==> config.mk <==
export PLATFORM = sky130hd
export DESIGN_NAME = etrg_event_timer
export DESIGN_NICKNAME = d
export VERILOG_FILES = /design/src/pkg/etrg_pkg.sv /design/src/rtl/etrg_tick_gen.sv /design/src/rtl/etrg_event_timer.sv
export SDC_FILE = /design/constraint.sdc
export NUM_CORES = 1
export LEC_CHECK = 0
export BUFFER_PORTS_ARGS = -buffer_cell sky130_fd_sc_hd__buf_2
export CAP_MARGIN = 20
export CORE_ASPECT_RATIO = 0.75
export CORE_MARGIN = 8
export CORE_UTILIZATION = 42
export DETAILED_ROUTE_END_ITERATION = 8
export SLEW_MARGIN = 40
export SYNTH_ARGS = -nofsm -noshare
export SYNTH_HDL_FRONTEND = slang
export SYNTH_SLANG_ARGS = --single-unit
==> constraint.sdc <==
create_clock -name clk -period 7.4 [get_ports clk]
set_input_delay 1.85 -clock clk [delete_from_list [all_inputs] [get_ports clk]]
set_output_delay 1.85 -clock clk [all_outputs]
set_load 0.02 [all_outputs]
==> src/pkg/etrg_pkg.sv <==
// Shared constants for the event timer and receive guard block.
package etrg_pkg;

	// Register byte addresses on the APB bus.
	localparam logic [7:0] ADDR_TIMER_CONFIG = 8'h10;
	localparam logic [7:0] ADDR_GUARD_CONFIG = 8'h14;
	localparam logic [7:0] ADDR_TIMER_PRESET = 8'h18;
	localparam logic [7:0] ADDR_TIMER_STATUS = 8'h1c;
	localparam logic [7:0] ADDR_GUARD_STATUS = 8'h20;

	// Reset values of the writable registers.
	localparam logic [13:0] TIMER_CONFIG_RESET = 14'h0000;
	localparam logic [27:0] GUARD_CONFIG_RESET = 28'h0000000;
	localparam logic [19:0] TIMER_PRESET_RESET = 20'h00000;

	// Field positions in the second timer configuration register.
	localparam int GO_RECEIVE_END_BIT = 13;
	localparam int GO_TRANSMIT_BEGIN_BIT = 12;
	localparam int GO_TRANSMIT_END_BIT = 11;
	localparam int GO_EXT_FIELD_ON_BIT = 10;
	localparam int GO_EXT_FIELD_OFF_BIT = 9;
	localparam int GO_OWN_FIELD_ON_BIT = 8;
	localparam int GO_OWN_FIELD_OFF_BIT = 7;
	localparam int GO_IMMEDIATELY_BIT = 6;
	localparam int RATE_SELECT_MSB = 5;
	localparam int RATE_SELECT_LSB = 3;
	localparam int CLOCK_MODE_BIT = 2;
	localparam int AUTO_RELOAD_BIT = 1;
	localparam int TIMER_ON_BIT = 0;
	localparam int TIMER_CONFIG_WIDTH = 14;

	// Field positions in the receive guard configuration register.
	localparam int GUARD_VALUE_MSB = 27;
	localparam int GUARD_VALUE_LSB = 8;
	localparam int GUARD_PRESCALER_MSB = 7;
	localparam int GUARD_PRESCALER_LSB = 0;
	localparam int GUARD_CONFIG_WIDTH = 28;

	// Status register layout.
	localparam int STATUS_ACTIVE_BIT = 20;

	// Counter widths.
	localparam int TIMER_WIDTH = 20;
	localparam int DIVIDER_WIDTH = 8;

	// Rates in kHz; the interface tick is made from the system clock by a
	// fractional accumulator that adds the interface rate each cycle.
	localparam int SYS_CLOCK_KHZ = 50000;
	localparam int IFACE_CLOCK_KHZ = 13560;
	localparam int ACC_WIDTH = 17;
	localparam logic [16:0] ACC_STEP = 17'(IFACE_CLOCK_KHZ);
	localparam logic [16:0] ACC_MODULUS = 17'(SYS_CLOCK_KHZ);

endpackage

==> src/rtl/etrg_tick_gen.sv <==
// Interface clock tick and prescaled rate tick generator.
`timescale 1ns/1ps
module etrg_tick_gen (
	// Clock and reset.
	input wire logic clk,
	input wire logic rst,
	// Rate selection.
	input wire logic [2:0] rate_select,
	// Tick outputs.
	output logic iface_tick,
	output logic rate_tick
);

	typedef struct packed {
		logic [16:0] acc;
		logic [7:0] div;
		logic iface_tick;
		logic rate_tick;
	} etrg_tick_type;

	etrg_tick_type s;
	etrg_tick_type next_s;

	// Mask of the divider bits that must all be one for a rate tick.
	function automatic logic [7:0] rate_mask(input logic [2:0] sel);
		logic [8:0] m;
		m = (9'h001 << (4'(sel) + 4'h1)) - 9'h001;
		return m[7:0];
	endfunction

	// Accumulate the interface rate; each overflow of the modulus is one tick,
	// so the long-run tick rate is exact although single gaps jitter by a cycle.
	always_comb begin
		logic [16:0] sum;
		sum = s.acc + etrg_pkg::ACC_STEP;
		next_s = s;
		next_s.iface_tick = 1'b0;
		next_s.rate_tick = 1'b0;
		if (sum >= etrg_pkg::ACC_MODULUS) begin
			next_s.acc = sum - etrg_pkg::ACC_MODULUS;
			next_s.iface_tick = 1'b1;
			next_s.div = s.div + 8'h01;
			if ((s.div | ~rate_mask(rate_select)) == 8'hff) begin
				next_s.rate_tick = 1'b1;
			end
		end else begin
			next_s.acc = sum;
		end
	end

	// State register.
	always_ff @(posedge clk) begin
		if (rst) begin
			s <= '0;
		end else begin
			s <= next_s;
		end
	end

	assign iface_tick = s.iface_tick;
	assign rate_tick = s.rate_tick;

endmodule

==> src/rtl/etrg_event_timer.sv <==
// Event-started down-counting timer and receive guard timer with APB registers.
`timescale 1ns/1ps
module etrg_event_timer (
	// Clock and reset.
	input wire logic clk,
	input wire logic rst,
	// APB slave.
	input wire logic psel,
	input wire logic penable,
	input wire logic pwrite,
	input wire logic [7:0] paddr,
	input wire logic [31:0] pwdata,
	output logic [31:0] prdata,
	output logic pready,
	output logic pslverr,
	// Contactless front end events, one-cycle pulses.
	input wire logic receive_end,
	input wire logic transmit_begin,
	input wire logic transmit_end,
	input wire logic external_field_on,
	input wire logic external_field_off,
	input wire logic own_field_on,
	input wire logic own_field_off,
	// Received data strobe and its gated copy.
	input wire logic rx_data_valid,
	output logic rx_data_accept,
	// Timer and guard state.
	output logic second_timer_running,
	output logic second_timer_expired,
	output logic rx_guard_active
);

	typedef struct packed {
		logic [13:0] timer_config;
		logic [27:0] guard_config;
		logic [19:0] timer_preset;
		logic [19:0] timer_count;
		logic running;
		logic expired;
		logic [7:0] guard_prescale;
		logic [19:0] guard_count;
		logic guard_active;
		logic rx_accept;
		logic [31:0] prdata;
		logic pready;
		logic pslverr;
	} etrg_state_type;

	etrg_state_type s;
	etrg_state_type next_s;

	logic iface_tick;
	logic rate_tick;
	logic count_tick;
	logic [6:0] event_vector;
	logic start_hit;
	logic go_now;
	logic access;
	logic write_taken;
	logic config_write;
	logic [13:0] written_config;
	logic [19:0] guard_reload;
	logic [7:0] guard_prescaler;

	// Tells whether an APB address hits one of the mapped registers.
	function automatic logic is_mapped(input logic [7:0] addr);
		return addr == etrg_pkg::ADDR_TIMER_CONFIG || addr == etrg_pkg::ADDR_GUARD_CONFIG
			|| addr == etrg_pkg::ADDR_TIMER_PRESET || addr == etrg_pkg::ADDR_TIMER_STATUS
			|| addr == etrg_pkg::ADDR_GUARD_STATUS;
	endfunction

	// The tick generator follows the rate select held in the configuration.
	etrg_tick_gen u_tick_gen (
		.clk(clk),
		.rst(rst),
		.rate_select(s.timer_config[etrg_pkg::RATE_SELECT_MSB:etrg_pkg::RATE_SELECT_LSB]),
		.iface_tick(iface_tick),
		.rate_tick(rate_tick)
	);

	// Counting rate: raw interface ticks or the prescaled ticks.
	assign count_tick = s.timer_config[etrg_pkg::CLOCK_MODE_BIT] ? rate_tick : iface_tick;

	// Lowest start flag; the event vector is lined up with the start flags above it.
	localparam int EVENT_LSB = etrg_pkg::GO_OWN_FIELD_OFF_BIT;

	// Event vector lined up with the start flags, receive end at the top.
	assign event_vector[etrg_pkg::GO_RECEIVE_END_BIT - EVENT_LSB] = receive_end;
	assign event_vector[etrg_pkg::GO_TRANSMIT_BEGIN_BIT - EVENT_LSB] = transmit_begin;
	assign event_vector[etrg_pkg::GO_TRANSMIT_END_BIT - EVENT_LSB] = transmit_end;
	assign event_vector[etrg_pkg::GO_EXT_FIELD_ON_BIT - EVENT_LSB] = external_field_on;
	assign event_vector[etrg_pkg::GO_EXT_FIELD_OFF_BIT - EVENT_LSB] = external_field_off;
	assign event_vector[etrg_pkg::GO_OWN_FIELD_ON_BIT - EVENT_LSB] = own_field_on;
	assign event_vector[etrg_pkg::GO_OWN_FIELD_OFF_BIT - EVENT_LSB] = own_field_off;

	// Any enabled event may start the timer; whichever comes first wins.
	assign start_hit =
		|(event_vector & s.timer_config[etrg_pkg::GO_RECEIVE_END_BIT:EVENT_LSB]);

	// APB access phase; the write lands on the edge where pready is seen high.
	assign access = psel && penable;
	assign write_taken = access && pwrite && s.pready && is_mapped(paddr);
	assign written_config = pwdata[etrg_pkg::TIMER_CONFIG_WIDTH-1:0];

	// A landed write to the timer configuration; the immediate start and the
	// switch-off below both key on it.
	assign config_write = write_taken && paddr == etrg_pkg::ADDR_TIMER_CONFIG;

	// A write that sets both the on bit and the immediate flag starts the timer.
	assign go_now = config_write && written_config[etrg_pkg::TIMER_ON_BIT]
		&& written_config[etrg_pkg::GO_IMMEDIATELY_BIT];

	// Guard fields as currently configured.
	assign guard_reload = s.guard_config[etrg_pkg::GUARD_VALUE_MSB:etrg_pkg::GUARD_VALUE_LSB];
	assign guard_prescaler =
		s.guard_config[etrg_pkg::GUARD_PRESCALER_MSB:etrg_pkg::GUARD_PRESCALER_LSB];

	// Next state of registers, timer, guard and bus answer.
	always_comb begin
		next_s = s;
		next_s.expired = 1'b0;
		next_s.rx_accept = 1'b0;

		// Bus answer: one wait cycle, then pready with data or an error flag.
		next_s.pready = access && !s.pready;
		next_s.pslverr = 1'b0;
		if (access && !s.pready) begin
			next_s.pslverr = !is_mapped(paddr);
			next_s.prdata = 32'h00000000;
			if (!pwrite) begin
				unique case (paddr)
					etrg_pkg::ADDR_TIMER_CONFIG: begin
						next_s.prdata = {18'h00000, s.timer_config};
					end
					etrg_pkg::ADDR_GUARD_CONFIG: begin
						next_s.prdata = {4'h0, s.guard_config};
					end
					etrg_pkg::ADDR_TIMER_PRESET: begin
						next_s.prdata = {12'h000, s.timer_preset};
					end
					etrg_pkg::ADDR_TIMER_STATUS: begin
						next_s.prdata = {11'h000, s.running, s.timer_count};
					end
					etrg_pkg::ADDR_GUARD_STATUS: begin
						next_s.prdata = {11'h000, s.guard_active, s.guard_count};
					end
					default: begin
						next_s.prdata = 32'h00000000;
					end
				endcase
			end
		end

		// Register writes; bits beyond the implemented fields are dropped.
		if (write_taken) begin
			unique case (paddr)
				etrg_pkg::ADDR_TIMER_CONFIG: begin
					next_s.timer_config = written_config;
				end
				etrg_pkg::ADDR_GUARD_CONFIG: begin
					next_s.guard_config = pwdata[etrg_pkg::GUARD_CONFIG_WIDTH-1:0];
				end
				etrg_pkg::ADDR_TIMER_PRESET: begin
					next_s.timer_preset = pwdata[etrg_pkg::TIMER_WIDTH-1:0];
				end
				default: begin
				end
			endcase
		end

		// Second timer. An idle timer loads its preset on a start; a running one
		// ignores further events so the earliest event governs. The immediate flag
		// acts on the very write that sets the on bit, since the stored on bit is
		// still the old one in that cycle and would otherwise swallow the start.
		if (!s.running) begin
			if ((s.timer_config[etrg_pkg::TIMER_ON_BIT] && start_hit) || go_now) begin
				next_s.running = 1'b1;
				next_s.timer_count = s.timer_preset;
			end
		end else if (!s.timer_config[etrg_pkg::TIMER_ON_BIT]) begin
			next_s.running = 1'b0;
		end else if (count_tick) begin
			if (s.timer_count <= 20'h00001) begin
				next_s.expired = 1'b1;
				if (s.timer_config[etrg_pkg::AUTO_RELOAD_BIT]) begin
					next_s.timer_count = s.timer_preset;
				end else begin
					next_s.timer_count = 20'h00000;
					next_s.running = 1'b0;
				end
			end else begin
				next_s.timer_count = s.timer_count - 20'h00001;
			end
		end

		// A write that switches the timer off wins over any start in that cycle.
		if (config_write && !written_config[etrg_pkg::TIMER_ON_BIT]) begin
			next_s.running = 1'b0;
		end

		// Receive guard: armed at the end of each transmission unless the
		// reload value is zero, which turns the guard time off altogether.
		if (transmit_end) begin
			if (guard_reload != 20'h00000) begin
				next_s.guard_active = 1'b1;
				next_s.guard_count = guard_reload;
				next_s.guard_prescale = guard_prescaler;
			end else begin
				next_s.guard_active = 1'b0;
				next_s.guard_count = 20'h00000;
			end
		end else if (s.guard_active && iface_tick) begin
			if (s.guard_prescale == 8'h00) begin
				next_s.guard_prescale = guard_prescaler;
				next_s.guard_count = s.guard_count - 20'h00001;
				if (s.guard_count == 20'h00001) begin
					next_s.guard_active = 1'b0;
				end
			end else begin
				next_s.guard_prescale = s.guard_prescale - 8'h01;
			end
		end

		// Received data are passed on only outside the guard time.
		next_s.rx_accept = rx_data_valid && !s.guard_active;
	end

	// State register; every configuration field clears to zero on reset.
	always_ff @(posedge clk) begin
		if (rst) begin
			s <= '0;
			s.timer_config <= etrg_pkg::TIMER_CONFIG_RESET;
			s.guard_config <= etrg_pkg::GUARD_CONFIG_RESET;
			s.timer_preset <= etrg_pkg::TIMER_PRESET_RESET;
		end else begin
			s <= next_s;
		end
	end

	// Outputs straight from the state register.
	assign prdata = s.prdata;
	assign pready = s.pready;
	assign pslverr = s.pslverr;
	assign rx_data_accept = s.rx_accept;
	assign second_timer_running = s.running;
	assign second_timer_expired = s.expired;
	assign rx_guard_active = s.guard_active;

endmodule

### Word level (Yosys, flattened, before mapping)

Index checks and enable logic that the tools add are counted.

| storage, ports and cells | value |
|---|---|
| flip-flop bits (word level) | 175 |
| input bits | 53 |
| output and inout bits | 38 |

| operators by class | value |
|---|---|
| add/sub/neg operators | 8 |
| magnitude comparators | 2 |
| eq/ne operators | 10 |
| shift-type cells | 1 |
| mux-type cells | 22 |
| bitwise logic cells | 8 |
| reduce and logical (&&, ||, !) cells | 39 |

Operator list:

| operator | number |
|---|---|
| one-hot mux 28 bit (5 select lines) | 1 |
| 2-to-1 mux 21 bit | 4 |
| 2-to-1 mux 20 bit | 3 |
| 2-to-1 mux 29 bit | 2 |
| subtractor 20 x 1 -> 20 bit (second input constant) | 2 |
| equality test 8 x 5 -> 1 bit (second input constant) | 4 |
| 2-to-1 mux 28 bit | 1 |
| 2-to-1 mux 22 bit | 1 |
| equality test 20 x 1 -> 1 bit (second input constant) | 1 |
| less-or-equal comparator 20 x 1 -> 1 bit (second input constant) | 1 |
| nonzero test 20 bit | 1 |
| adder 17 x 14 -> 17 bit (second input constant) | 1 |
| >= comparator 17 x 16 -> 1 bit (second input constant) | 1 |
| 2-to-1 mux 17 bit | 1 |
| subtractor 17 x 16 -> 17 bit (second input constant) | 1 |
| 2-to-1 mux 8 bit | 2 |
| subtractor 8 x 1 -> 8 bit (second input constant) | 2 |
| logical AND 1 bit | 12 |
| AND reduction 2 bit | 5 |
| adder 8 x 1 -> 8 bit (second input constant) | 1 |
| equality test 8 x 6 -> 1 bit (second input constant) | 1 |
| equality test 8 bit (second input constant) | 1 |
| zero test 8 bit | 1 |
| NOT 8 bit | 1 |
| other kinds (15) | 39 |

### Longest topological paths before layout

Gate-level depths: netlist of the first run.

| logic depth | value |
|---|---|
| word-level depth | 12 |
| mapped depth | 13 |
| gate-level depth less buffers | 10 |

### Modules after synthesis

A second synthesis of the first run with hierarchy kept.

| second synthesis, totals | value |
|---|---|
| cell total of the unflattened synthesis | 1158 |
| area, all modules | 9116.2 um^2 |

Modules (own cells, without submodules):

| module | instances | cells each | area each (um^2) | sequential area each (um^2) |
|---|---|---|---|---|
| etrg_event_timer | 1 | 930 | 7312.0 | 2882.8 |
| etrg_tick_gen | 1 | 228 | 1804.2 | 480.5 |

### Worst setup path after synthesis of the first run

No wires, ideal clock.

| timing | value |
|---|---|
| path type | input-to-reg |
| from | in paddr[1] |
| to | reg s[82] (netlist bit) |
| library setup time | 86 ps |
| data arrival time | 4113 ps |
| data required time | 7314 ps |
| path slack | 3202 ps |
| stages | 9 |
| path through | or4_1 > nor4_4 > a32oi_1 > or2_2 > clkbuf_1 > nand2_1 > buf_2 > nor2_1 > a211oi_1 |

| between the ends | value |
|---|---|
| cells in the longest elaborated chain, start to end | 12 |

RTL lines:

| element | RTL line | source |
|---|---|---|
| from (decl) | etrg_event_timer.sv:11 | `input wire logic [7:0] paddr,` |
| equality test 8 x 5 -> 1 bit (on tied branches) | etrg_event_timer.sv:67, etrg_event_timer.sv:107 |  |
| logical OR 1 bit | etrg_event_timer.sv:67 | `return addr == etrg_pkg::ADDR_TIMER_CONFIG \|\| addr == etrg_pkg::ADDR_GUARD_CONFIG` |
| logical OR 1 bit (2 in series) | etrg_event_timer.sv:68 | `\|\| addr == etrg_pkg::ADDR_TIMER_PRESET \|\| addr == etrg_pkg::ADDR_TIMER_STATUS` |
| logical OR 1 bit | etrg_event_timer.sv:69 | `\|\| addr == etrg_pkg::ADDR_GUARD_STATUS;` |
| logical AND 1 bit | etrg_event_timer.sv:102 | `assign write_taken = access && pwrite && s.pready && is_mapped(paddr);` |
| logical AND 1 bit * | etrg_event_timer.sv:107 | `assign config_write = write_taken && paddr == etrg_pkg::ADDR_TIMER_CONFIG;` |
| logical AND 1 bit * | etrg_event_timer.sv:110 | `assign go_now = config_write && written_config[etrg_pkg::TIMER_ON_BIT]` |
| logical AND 1 bit * | etrg_event_timer.sv:111 | `&& written_config[etrg_pkg::GO_IMMEDIATELY_BIT];` |
| logical OR 1 bit * | etrg_event_timer.sv:176 | `if ((s.timer_config[etrg_pkg::TIMER_ON_BIT] && start_hit) \|\| go_now) begin` |
| nonzero test 2 bit (no source line) * | n/a |  |
| AND reduction 3 bit (no source line) * | n/a |  |
| to (signal assigned) | etrg_event_timer.sv:236 | `s <= next_s;` |
| to (decl) | etrg_event_timer.sv:49 | `etrg_state_type s;` |

Every way passes the cells marked *; elsewhere a longest branch is shown, timed or not.
A chain may end at the register's enable or synchronous reset.

### Worst setup path after layout of the first run

| timing | value |
|---|---|
| from | in paddr[1] |
| to | reg s[73] (netlist bit) |

Same word-level chain as after synthesis.

==> results.json, run 1 <==
{
  "synth_edf_count": 0,
  "cts_tree": "done",
  "placed_cells": 1427,
  "fin_util": 0.466,
  "clock_path_buffers": 2,
  "cp.required_ns": 7.68,
  "ys.warnings.count": 0,
  "num_io_pins": 91,
  "wl_met2_um": 10600,
  "holdPathEnd": "prdata[2]$_SDFFE_PP0P_",
  "antenna_found_initial": 0,
  "avgRoutedWirePerCell_um": 18.7,
  "worstPathMaxFanout": 16,
  "maxSlewHeadroom": 0.469,
  "comb_power_share": 0.191,
  "first_pass_iters": 5,
  "r2r_start": "u_tick_gen.s[13]$_SDFF_PP0_",
  "met1_length_um": 14300,
  "core_area_mm2": 0.0218,
  "synthCells": 1149,
  "postSynthAreaPerCell_um2": 8.03,
  "grt_pass1_wl_um": 43700,
  "die_area_mm2": 0.0270,
  "max_freq_mhz": 225,
  "path_common_cell": "buf_4",
  "netlist_area_mm2": 0.00923,
  "clock_latency_ns": 0.44,
  "hold_depth": 2,
  "cts_made_buffers": 17,
  "die_y_um": 144,
  "power.share.sequential": 0.423,
  "track_usage": 0.203,
  "p_int_mw": 1.63,
  "met3_wirelength_um": 2160,
  "drc": 0,
  "ir_worst_vdd_mv": 0.133,
  "initial_core_util": 0.423,
  "r2r_slack_ns": 3.93,
  "hpwl_um": 19300,
  "crit_type": "primary input to flip-flop",
  "viasPerCell": 5.76,
  "ys_types": 73,
  "endpoint_kind": "flip-flop",
  "max_cap_violations": 0,
  "r2r_cells": 9,
  "hold-worst-slack_ns": 0.487,
  "cts_root_buf": "clkbuf_16",
  "crit_slowest_cell": "or4_1",
  "worstPathCellList": "buf_2 > or4_1 > nor4_4 > buf_4 > a32oi_1 > nor2_1 > a21oi_1 > buf_4 > a222oi_1 > nor3_1",
  "nets": 1217,
  "clkPwrFrac": 0.386,
  "highest_layer": "met5",
  "cts-resized-gates": 0,
  "clock_skew_ns": 0.0109,
  "grt_start_max_net_pins": 102,
  "clkTransAtPathRegs_ns": 0.07,
  "drive_gt1_frac": 0.148,
  "finalNonFillerCells": 1459,
  "synth_seq_area_share": 0.364,
  "htreeDepth": 4,
  "synth_seq_cells": 168,
  "syn_to_final_growth_pct": 10.1,
  "hold_viol": 0,
  "drtAntennaViolNets": 0,
  "vias": 8409,
  "grt_pass1_vias": 7573,
  "power.net_switching_mw": 0.738,
  "first_iter_violations": 971,
  "gp_congestion": 0.859,
  "critPathLaunchType": "primary input",
  "setup_tns_ns": 0,
  "grt_setup_unrepaired": "no",
  "finalSetupViolCount": 0,
  "ctsHoldBuffers": 0,
  "finish.instance_area_mm2": 0.0102,
  "post_dp_cell_area_mm2": 0.00954,
  "cellPowerDensity_mw_per_mm2": 233,
  "p_leak_nw": 3.77,
  "clock_sinks": 168,
  "slew_viol_final": 0,
  "worstHoldStart": "prdata[2]$_SDFFE_PP0P_",
  "finalCritPeriodShare": 0.602,
  "crit_arrival_ns": 4.73,
  "critical_path.max_stage_delay_ns": 0.70,
  "synth_ff_type": "dfxtp_1",
  "status": "finished, final reports clean",
  "worstMarginPinSlew_ns": 0.796,
  "die_w_um": 187,
  "postCtsSetupBuffers": 0,
  "port_buffers": 82,
  "gr-total-overflow": 0,
  "n_antenna_cell": 0,
  "netSwitchingFraction": 0.312,
  "rr_endpoint": "u_tick_gen.s[19]$_SDFF_PP0_",
  "std_cell_rows": 47,
  "finalCriticalPeriod_ns": 4.45,
  "min_path_type": "flip-flop to flip-flop",
  "wirelength_um": 27300,
  "async_flop_share": 0
}
worst max-delay path by stage:
stage,depth (start not counted),end,startpoint,slack [ns]
final,10,s[73]$_SDFFE_PP0P_,paddr[1],2.95
after global routing,10,s[73]$_SDFFE_PP0P_,paddr[1],2.76
after CTS,10,s[73]$_SDFFE_PP0P_,paddr[1],3.01
after detailed placement,10,s[73]$_SDFFE_PP0P_,paddr[1],2.54
after global placement,10,s[73]$_SDFFE_PP0P_,paddr[1],2.56
after floorplan,9,s[82]$_SDFFE_PP0P_,paddr[1],3.20
power groups by stage:
stage / registers (mW) / clock network (mW) / logic [mW]
final: 1.00 / 0.912 / 0.451
after global routing: 1.01 / 0.966 / 0.508
after CTS: 0.996 / 0.929 / 0.440
after detailed placement: 1.02 / 0 / 0.437
after global placement: 1.02 / 0 / 0.429
after floorplan: 0.979 / 0 / 0.398
layout by cell type, fill, tap and decap left out, types with 6 or more instances in the layout:
cell	n
nand2b_1	7
a31oi_1	10
o21ai_0	45
xnor2_1	22
or3_1	7
a22o_1	14
mux4_2	6
nor3_1	50
o21a_1	6
or2_2	7
or4_1	11
nor2b_1	6
a211oi_1	23
buf_4	9
a222oi_1	9
o31ai_1	10
ha_1	11
xor2_1	14
nor2_1	163
a21oi_1	95
nor4_1	12
nand2_1	123
nand3_1	20
inv_1	19
mux2i_1	44
buf_2	81
clkbuf_16	17
a22oi_1	34
dfxtp_1	168
mux2_2	16
synth_stat cells (3+ instances only):
cell type,count,area (µm²)
dfxtp_1,168,3360
nor2_1,165,619
nand2_1,124,465
a21oi_1,95,475
clkbuf_1,60,225
nor3_1,50,250
o21ai_0,45,225
mux2i_1,44,440
a22oi_1,34,255
buf_4,32,240
a211oi_1,23,173
xnor2_1,22,193
nand3_1,20,100
inv_1,19,71.3
mux2_2,16,180
a22o_1,14,123
xor2_1,14,123
nor4_1,12,75.1
ha_1,11,138
or4_1,11,82.6
a31oi_1,10,62.6
o31ai_1,10,75.1
a222oi_1,9,90.1
buf_2,7,35.0
nand2b_1,7,43.8
nor2b_1,7,43.8
or2_2,7,43.8
or3_1,7,43.8
buf_1,6,22.5
mux4_2,6,135
nor4b_1,6,52.6
o21a_1,6,45.0
buf_6,5,56.3
nand4_1,5,31.3
o21ai_1,5,25.0
a21o_1,4,30.0
a221oi_1,4,35.0
and2_1,4,25.0
nand3b_1,4,30.0
o211ai_1,4,30.0
nor3b_1,3,22.5
o41ai_1,3,26.3
cells by family (layout without fill, tap and decap cells):
| family | after synthesis | after routing | synth area share |
|---|---|---|---|
| XOR/XNOR | 36 | 36 | 0.0342 |
| adder cells (fa/ha/maj) | 11 | 11 | 0.0149 |
| buffers and inverters | 129 | 142 | 0.0705 |
| flip-flops | 168 | 168 | 0.364 |
| other | 2 | 5 | 0.000814 |
| multiplexers | 67 | 67 | 0.0835 |
| AO/OA/AOI/OAI | 291 | 291 | 0.207 |
| AND/OR/NAND/NOR | 445 | 445 | 0.225 |
metal layers:
layer  vias up  GRT usage
met5         -     0.0210
met4         2     0.0450
li1       4106          -
met3        15     0.0451
met1      3998      0.319
met2       288      0.266
flip-flops by register name (all words and copies together), names as in the netlist, 8 cells and up:
signal	cells
u_tick_gen.s	22
prdata	28
s	82
guard_reload	20
guard_prescaler	8
final cells by class:
class                   instances  area, µm²
inverters                      19       71.3
well taps                     294        368
flip-flops and latches        168       3360
clock inverters                14        164
fillers                      2127      11700
multi-input cells             855       5270
clock buffers                  17        425
repair buffers                 92        499
critical path, delay by kind of cell:
family,cells,cell delay [ns]
AOI/OAI and AO/OA,3,0.67
and+or+nand+nor,4,1.49
buffers and inverters,3,0.72
stage by stage:
stage               setup WS (ns)  power [mW]
global placement             2.56        1.45
CTS                          3.01        2.36
floorplan                    3.20        1.38
detailed placement           2.54        1.45
global route                 2.76        2.48
finish                       2.95        2.36
Note: power is estimated with default switching activity, not from simulation.
==> run 2, diff against run 1 <==
==> constraint.sdc (replaced) <==
create_clock -name clk -period 3.65 [get_ports clk]
set_input_delay 0.9125 -clock clk [delete_from_list [all_inputs] [get_ports clk]]
set_output_delay 0.9125 -clock clk [all_outputs]
set_load 0.02 [all_outputs]
==> run 2 against run 1 <==
  * Utilization up 0.69 points
  * Total power up 100%
  * Critical endpoint is now u_tick_gen.s[9]$_SDFFE_PP0P_
  * Sequential power up 100%
  * Setup slack worse by 2.5 ns
  * Largest power group unchanged
  * Clock-buffer cell count up 2
  * Largest cell class unchanged
  * Highest routed layer is now met4
  * Cell count up 1.4%
  * Worst hold slack worse by 0.0070 ns
==> results.json, run 2 (synthesized netlist as in run 1, its figures left out) <==
{
  "drtAntennaViolNets": 0,
  "cp.required_ns": 4.01,
  "worstPathMaxFanout": 24,
  "status": "finished, final reports clean",
  "cp-endpoint": "u_tick_gen.s[9]$_SDFFE_PP0P_",
  "crit_type": "flip-flop to flip-flop",
  "die_area_mm2": 0.0270,
  "max_freq_mhz": 316,
  "finalSetupViolCount": 0,
  "r2r_start": "u_tick_gen.s[13]$_SDFF_PP0_",
  "clock_sinks": 168,
  "p_leak_nw": 3.85,
  "grt_start_max_net_pins": 65,
  "cts_made_buffers": 17,
  "rr_endpoint": "u_tick_gen.s[9]$_SDFFE_PP0P_",
  "slew_viol_final": 0,
  "antenna_found_initial": 1,
  "r2r_cells": 12,
  "power.share.sequential": 0.426,
  "std_cell_rows": 47,
  "endpoint_kind": "flip-flop",
  "avgRoutedWirePerCell_um": 18.9,
  "die_y_um": 144,
  "syn_to_final_growth_pct": 11.7,
  "postCtsSetupBuffers": 0,
  "max_cap_violations": 0,
  "first_iter_violations": 1008,
  "htreeDepth": 4,
  "core_area_mm2": 0.0218,
  "r2r_slack_ns": 0.49,
  "cts_root_buf": "clkbuf_16",
  "port_buffers": 82,
  "hold_depth": 2,
  "largest_reg_flops": 82,
  "ir_worst_vdd_mv": 0.294,
  "hpwl_um": 20200,
  "ctsHoldBuffers": 0,
  "drive_gt1_frac": 0.160,
  "maxSlewHeadroom": 0.496,
  "pre_cts_ws_ns": 0.317,
  "worstMarginPinSlew_ns": 0.755,
  "finalCriticalPeriod_ns": 3.16,
  "min_path_type": "flip-flop to flip-flop",
  "grt_setup_unrepaired": "no",
  "initial_core_util": 0.423,
  "vias": 8552,
  "p_int_mw": 3.32,
  "placed_cells": 1449,
  "viasPerCell": 5.78,
  "setup_tns_ns": 0,
  "finalCritPeriodShare": 0.866,
  "cts_tree": "done",
  "clkPwrFrac": 0.378,
  "clock_path_buffers": 2,
  "comb_power_share": 0.197,
  "top_register": "s",
  "gp_congestion": 0.893,
  "final_cell_mix": "dfxtp_1, nor2_1, nand2_1, a21oi_1, buf_2",
  "grt_pass1_vias": 7688,
  "track_usage": 0.204,
  "cellPowerDensity_mw_per_mm2": 461,
  "die_w_um": 187,
  "nets": 1238,
  "hold_viol": 0,
  "critPathLaunchType": "flip-flop",
  "gr-total-overflow": 0,
  "cts-resized-gates": 0,
  "grt_pass1_wl_um": 44100,
  "layout_commonest_cell": "dfxtp_1",
  "netSwitchingFraction": 0.302,
  "power_mw": 4.76,
  "clock_latency_ns": 0.43,
  "clkTransAtPathRegs_ns": 0.07,
  "crit_arrival_ns": 3.52,
  "finalNonFillerCells": 1480,
  "first_pass_iters": 7,
  "num_io_pins": 91,
  "fin_ws_ns": 0.489,
  "drc": 0,
  "wirelength_um": 28000,
  "clock_skew_ns": 0.00937,
  "worstSetupStartpoint": "u_tick_gen.s[13]$_SDFF_PP0_",
  "power.net_switching_mw": 1.43
}
[run 2: cell types whose count changed in the layout (fill, tap and decap cells not counted), moves of 2 or more]
cell,delta
nor4b_4,-2
clkinv_4,-2
inv_6,-4
buf_4,+20
buf_12,+3
inv_8,-2
clkbuf_8,+2
clkinvlp_4,+4
nor4b_2,+2
[run 2: critical path, cell delays in order (launching register included)]
cell and delay [ns]:
dfxtp_1 0.37, inv_1 0.08, ha_1 0.16, buf_4 0.15
nor4b_2 0.55, o21ai_0 0.17, a21oi_1 0.32, a211oi_4 0.09
o21ai_2 0.18, a21oi_4 0.12, buf_4 0.24, or4_1 0.52
a21oi_1 0.15
[run 2: layer usage]
layer / routed length [µm] / vias up / track usage
met5: 0 / - / 0
met4: 304 / 0 / 0.0442
met3: 2470 / 18 / 0.0482
met2: 10600 / 345 / 0.269
met1: 14600 / 4053 / 0.322
li1: - / 4136 / -
[run 2: worst min path at each step]
stage	start	end
final	prdata[2]$_SDFFE_PP0P_	prdata[2]$_SDFFE_PP0P_
after global routing	guard_prescaler[1]$_SDFFE_PP0P_	guard_prescaler[1]$_SDFFE_PP0P_
after CTS	u_tick_gen.s[9]$_SDFFE_PP0P_	u_tick_gen.s[9]$_SDFFE_PP0P_
after detailed placement	prdata[2]$_SDFFE_PP0P_	prdata[2]$_SDFFE_PP0P_
after global placement	u_tick_gen.s[9]$_SDFFE_PP0P_	u_tick_gen.s[9]$_SDFFE_PP0P_
after floorplan	guard_prescaler[7]$_SDFFE_PP0P_	guard_prescaler[7]$_SDFFE_PP0P_
[run 2: through the flow]
stage,util,hold WS [ns],cell area (µm²)
floorplan,-,0.443,9240
global placement,0.446,0.460,9720
detailed placement,0.446,0.473,9730
CTS,0.472,0.487,10300
global route,0.473,0.501,10300
finish,0.473,0.480,10300
[run 2: layout make-up]
type                            count  area [µm²]
Fill cell                        2181       11500
Multi-Input combinational cell    855        5240
Sequential cell                   168        3360
Timing Repair Buffer              113         683
Clock buffer                       19         453
Tap cell                          294         368
Clock inverter                     11         124
Inverter                           19        71.3
Antenna cell                        1        2.50
[run 2: power groups by stage]
stage	clock (mW)	combinational [mW]	sequential (mW)
2_1_floorplan	0	0.807	1.98
3_3_place_gp	0	0.915	2.06
3_5_place_dp	0	0.927	2.06
4_1_cts	1.83	0.933	2.02
5_1_grt	1.91	1.04	2.04
6_report	1.80	0.935	2.02
